==> config.mk <==
export PLATFORM = sky130hd
export DESIGN_NAME = ahr_read_port
export DESIGN_NICKNAME = d
export VERILOG_FILES = /design/src/verilog/ahr_pkg.sv /design/src/verilog/ahr_result_reg.sv /design/src/verilog/ahr_read_port.sv
export SDC_FILE = /design/constraint.sdc
export NUM_CORES = 1
export LEC_CHECK = 0
export BUFFER_PORTS_ARGS = -buffer_cell sky130_fd_sc_hd__buf_2
export CAP_MARGIN = 20
export CORE_ASPECT_RATIO = 1.1
export CORE_MARGIN = 5
export CORE_UTILIZATION = 56
export CTS_CLUSTER_DIAMETER = 100
export DETAILED_ROUTE_END_ITERATION = 7
export PLACE_DENSITY = 0.82
export SYNTH_ARGS = -nofsm -noshare
export SYNTH_HDL_FRONTEND = slang
export SYNTH_SLANG_ARGS = --single-unit
==> constraint.sdc <==
create_clock -name clk_sys_in -period 5.44 [get_ports clk_sys_in]
set_input_delay 1.088 -clock clk_sys_in [delete_from_list [all_inputs] [get_ports clk_sys_in]]
set_output_delay 1.088 -clock clk_sys_in [all_outputs]
set_load 0.02 [all_outputs]
==> src/verilog/ahr_pkg.sv <==
// constants for the converter host read port
package ahr_pkg;
  localparam int unsigned AHR_CLK_HZ = 10_000_000;
  localparam int unsigned AHR_CONV_TIME_NS = 2700;
  localparam int unsigned AHR_CLK_PERIOD_NS = 1_000_000_000 / AHR_CLK_HZ;
  localparam int unsigned AHR_CONV_CYCLES = AHR_CONV_TIME_NS / AHR_CLK_PERIOD_NS;
  localparam int unsigned AHR_RES_W = 12;
  localparam int unsigned AHR_NARROW_W = 8;
  localparam int unsigned AHR_NIBBLE_W = 4;
  localparam int unsigned AHR_CNT_W = 8;
  localparam logic [11:0] AHR_RESULT_RST = 12'h000;
  typedef enum logic [1:0] {
    AHR_IDLE = 2'b00,
    AHR_CONV = 2'b01,
    AHR_DONE = 2'b11
  } ahr_state_t;
endpackage

==> src/verilog/ahr_result_reg.sv <==
// result holding register written at end of conversion
`timescale 1ns/1ps
`default_nettype none
module ahr_result_reg #(
  parameter int unsigned WIDTH = 12
) (
  input wire logic clk_sys_in,
  input wire logic rstn_in,
  input wire logic wr_in,
  input wire logic [WIDTH-1:0] wdata_in,
  output logic [WIDTH-1:0] rdata_out
);
  always_ff @(posedge clk_sys_in or negedge rstn_in) begin
    if (!rstn_in) begin
      rdata_out <= '0;
    end else if (wr_in) begin
      rdata_out <= wdata_in;
    end
  end
endmodule
`default_nettype wire

==> src/verilog/ahr_read_port.sv <==
// converter conversion control and result read port
`timescale 1ns/1ps
`default_nettype none
module ahr_read_port
  import ahr_pkg::*;
#(
  parameter int unsigned CONV_CYCLES = ahr_pkg::AHR_CONV_CYCLES
) (
  // clock and reset
  input wire logic clk_sys_in,
  input wire logic rstn_in,
  // host bus strobes
  input wire logic cs_n_in,
  input wire logic rd_n_in,
  input wire logic upper_byte_select_in,
  // conversion core
  input wire logic [ahr_pkg::AHR_RES_W-1:0] sample_in,
  // host data and status
  output logic busy_n_out,
  output logic [ahr_pkg::AHR_NIBBLE_W-1:0] upper_nibble_lines_out,
  output logic [ahr_pkg::AHR_NARROW_W-1:0] narrow_data_lines_out,
  output logic data_oe_out
);
  import ahr_pkg::*;

  ahr_state_t state_q;
  logic [AHR_CNT_W-1:0] cnt_q;
  logic [AHR_RES_W-1:0] result;
  logic rd_act;
  logic start;
  logic conv_end;
  logic [AHR_RES_W-1:0] out_src;
  logic [AHR_CNT_W-1:0] low_run_q;

  assign rd_act = !cs_n_in && !rd_n_in;
  assign start = rd_act && !upper_byte_select_in && (state_q == AHR_IDLE);
  assign conv_end = (state_q == AHR_CONV) && (cnt_q == AHR_CNT_W'(CONV_CYCLES - 1));
  // fresh sample bypasses the latch so data lands on the same edge busy rises
  assign out_src = conv_end ? sample_in : result;

  // conversion sequencer
  always_ff @(posedge clk_sys_in or negedge rstn_in) begin
    if (!rstn_in) begin
      state_q <= AHR_IDLE;
      cnt_q <= '0;
    end else begin
      case (state_q)
        AHR_IDLE: begin
          cnt_q <= '0;
          if (start) begin
            state_q <= AHR_CONV;
          end
        end
        AHR_CONV: begin
          cnt_q <= cnt_q + AHR_CNT_W'(1);
          if (conv_end) begin
            state_q <= AHR_DONE;
          end
        end
        AHR_DONE: begin
          // stay done until the starting read is released
          if (!rd_act) begin
            state_q <= AHR_IDLE;
          end
        end
        default: begin
          state_q <= AHR_IDLE;
        end
      endcase
    end
  end

  ahr_result_reg #(
    .WIDTH(AHR_RES_W)
  ) u_result (
    .clk_sys_in(clk_sys_in),
    .rstn_in(rstn_in),
    .wr_in(conv_end),
    .wdata_in(sample_in),
    .rdata_out(result)
  );

  // busy and output drivers
  always_ff @(posedge clk_sys_in or negedge rstn_in) begin
    if (!rstn_in) begin
      busy_n_out <= 1'b1;
    end else begin
      busy_n_out <= !(start || ((state_q == AHR_CONV) && !conv_end));
    end
  end

  always_ff @(posedge clk_sys_in or negedge rstn_in) begin
    if (!rstn_in) begin
      data_oe_out <= 1'b0;
      upper_nibble_lines_out <= '0;
      narrow_data_lines_out <= '0;
    end else begin
      data_oe_out <= rd_act;
      upper_nibble_lines_out <= out_src[11:8];
      if (upper_byte_select_in) begin
        narrow_data_lines_out <= {4'h0, out_src[11:8]};
      end else begin
        narrow_data_lines_out <= out_src[7:0];
      end
    end
  end

  // consecutive busy-low cycles, checked against the conversion length
  always_ff @(posedge clk_sys_in or negedge rstn_in) begin
    if (!rstn_in) begin
      low_run_q <= '0;
    end else if (!busy_n_out) begin
      low_run_q <= low_run_q + AHR_CNT_W'(1);
    end else begin
      low_run_q <= '0;
    end
  end
endmodule
`default_nettype wire

==> results.py <==
metrics = {
    "drt": {
        "wl_per_cell_um": 14.5,
        "via_per_inst": 5.40,
        "routed_wl_um": 2390,
        "dr.pass1.iters": 4,
        "drt_iter0_drc": 30,
        "ant_nets": 0,
        "route.detailed.drc": 0,
        "vias": 891,
    },
    "floorplanning": {
        "rows": 18,
        "pin_count": 31,
        "dieArea_sq_um": 3550,
        "fp.coreArea_sq_um": 2300,
        "die_w_um": 57.3,
        "die_h_um": 62.0,
        "start_util_pct": 59.9,
    },
    "timing": {
        "fmax_mhz": 481,
        "slew_headroom_pct": 54.2,
        "setup_ws_ps": 3360,
        "worstMarginPinSlew_ps": 687,
        "setup_viol": 0,
        "fin_setup_tns_ps": 0,
        "maxSlewViolCount": 0,
        "finalHoldViolations": 0,
        "timing.hold.ws_ps": 499,
        "post-route-min-period_ps": 2080,
        "fin_skew_ps": 10.8,
        "finalCritPeriodShare_pct": 38.2,
        "rsz0062_at_grt": "no",
    },
    "layout": {
        "drive_gt1_share_pct": 41.5,
        "postLayoutCellArea_sq_um": 1580,
        "fillers": 177,
        "fin_cells": 165,
        "fin_util_pct": 68.8,
        "nNetsFinal": 154,
        "syn_to_final_growth_pct": 14.8,
        "num_antenna_cells": 0,
    },
    "cts": {
        "cts_buffer_depth": 2,
        "clkTransAtPathRegs_ps": 100,
        "post_cts_resized": 0,
        "cts_buffers": 5,
        "root_buffer": "clkbuf_4",
        "cts_tree": "done",
        "htree_levels": 2,
        "cts_setup_buffers": 0,
        "cts_hold_buf": 0,
        "clk_latency_ps": 320,
        "cts_sinks": 32,
    },
    "critical_path": {
        "cpLargestDelayFamily": "flip-flops",
        "cp_slowest_cell": "dfstp_2",
        "worst-setup-path-type": "flop to output pin",
        "slowest_delay_ps": 520,
        "worstPathMaxFanout": 1,
        "crit_path_cell_trace": "buf_2",
        "cp-start-kind": "flop",
        "arrival_ps": 990,
        "worstSetupEndpointType": "output pin",
        "required_ps": 4350,
        "cp_num_buf_inv": 1,
    },
    "placement": {
        "hpwl_um": 1770,
        "place_ws_ps": 3430,
        "postPlaceCellArea_sq_um": 1520,
        "port_buffers": 30,
        "place_inst": 158,
        "gp_congestion": 0.815,
    },
    "synth": {
        "synth_compound_area_share_pct": 4.36,
        "synthMuxAreaShare_pct": 15.9,
        "ys_ff_latch": 32,
        "yosys_warnings": 0,
        "synth_area_leaders": "dfrtp_1, mux2_2, mux2_4",
        "synth-adder-area-share_pct": 1.82,
        "synthSimpleGateAreaFrac_pct": 14.3,
        "yosys.cell_types.count": 28,
        "ys_seq_area_share_pct": 58.3,
        "synth_top_family_by_area": "multiplexers",
        "synth_area_leader_cell": "dfrtp_1",
        "syn_area_sq_um": 1380,
        "syn-num-nets": 124,
        "synthCells": 105,
        "yosys.area.top_type_share_pct": 56.4,
        "synth_xor_area_share_pct": 1.27,
        "avgSynthCellArea_sq_um": 13.1,
    },
    "global_routing": {
        "grt_pass1_wl_um": 4150,
        "grtUsageTotal_pct": 15.6,
        "grt_pass1_vias": 956,
        "globalRouteOverflowTotal": 0,
        "grt_max_degree": 33,
        "grt_antenna_before_repair": 0,
    },
    "power": {
        "ir_drop_mv": 0.375,
        "p_per_area_nw_per_um2": 543,
        "p_leak_nw": 0.775,
        "p_total_uw": 858,
    },
    "outcome": {
        "outcome": "complete, no violations",
    },
    "flow_run": {
        "cap_violations": 0,
    },
    "worst_hold_path": {
        "min_path_type": "flop to flop",
    },
}
[state kept, by name (all words and copies together), names as in the netlist]
register	flops
u_result.rdata_out	11
cnt_q	8
narrow_data_lines_out	8
state_q	2
busy_n_out	1
data_oe_out	1
upper_nibble_lines_out	1
[layout by cell type, fill, tap and decap left out, drive strengths merged, types with 2 or more instances in the layout]
master  count
nor2b       4
xnor2       2
buf        30
mux2i       2
mux2       16
nand2       8
clkbuf      7
nor2        7
dfrtp      31
inv         2
ha          2
o21ai       6
nor4b       2
nand3       3
nor3        3
[power breakdown]
part / total, mW / switching (mW) / internal (mW)
registers: 0.403 / 0.0639 / 0.339
clock network: 0.144 / 0.0712 / 0.0732
logic: 0.311 / 0.161 / 0.150
total: 0.858 / 0.296 / 0.563
[final timing paths]
path | slack, ps | from | end | depth (start not counted)
max | 3360 | busy_n_out | busy_n_out | 1
min | 500 | u_result.rdata_out[6] | u_result.rdata_out[6] | 1
max reg2reg | 3460 | cnt_q[0] | narrow_data_lines_out[1] | 6
min reg2reg | 500 | u_result.rdata_out[6] | u_result.rdata_out[6] | 1
max in group asynchronous | 4190 | rstn_in | narrow_data_lines_out[0] | 1
min in group asynchronous | 800 | rstn_in | cnt_q[4] | 1
[synth_stat cells]
cell type,instances
dfrtp_1,31
mux2_2,11
nand2_1,8
nor2_1,7
o21ai_0,6
mux2_4,5
buf_4,4
nor2b_1,4
nand3_1,3
nor3_1,3
clkbuf_1,2
ha_1,2
inv_1,2
mux2i_1,2
xnor2_1,2
a21o_1,1
a22o_1,1
a31oi_1,1
and3_1,1
buf_6,1
dfstp_2,1
nand2b_1,1
nand4bb_4,1
nor4_1,1
nor4b_1,1
nor4b_4,1
o31ai_1,1
or3_1,1
[cell families (layout without fill, tap and decap cells)]
| family | after synthesis | in the layout |
|---|---|---|
| adder cells (fa/ha/maj) | 2 | 2 |
| AO/OA/AOI/OAI | 10 | 10 |
| flip-flops | 32 | 32 |
| multiplexers | 18 | 18 |
| XOR/XNOR | 2 | 2 |
| buffers and inverters | 9 | 39 |
| AND/OR/NAND/NOR | 32 | 32 |
[routing by layer]
layer | global-route usage, % | vias to the layer above | wire length [um]
li1 | - | 419 | -
met1 | 18.3 | 437 | 955
met2 | 26.6 | 27 | 1250
met3 | 4.55 | 8 | 137
met4 | 7.62 | 0 | 49
met5 | 0 | - | 0
[final cells by class]
class | instances | area (sq um) | share of cell area (%)
sequential | 32 | 802 | 50.8
multi-input combinational | 64 | 518 | 32.8
timing repair buffer | 30 | 150 | 9.50
clock buffer | 7 | 65.1 | 4.12
tap | 30 | 37.5 | 2.38
inverter | 2 | 7.51 | 0.475
Power figures use the tool's default switching activity.
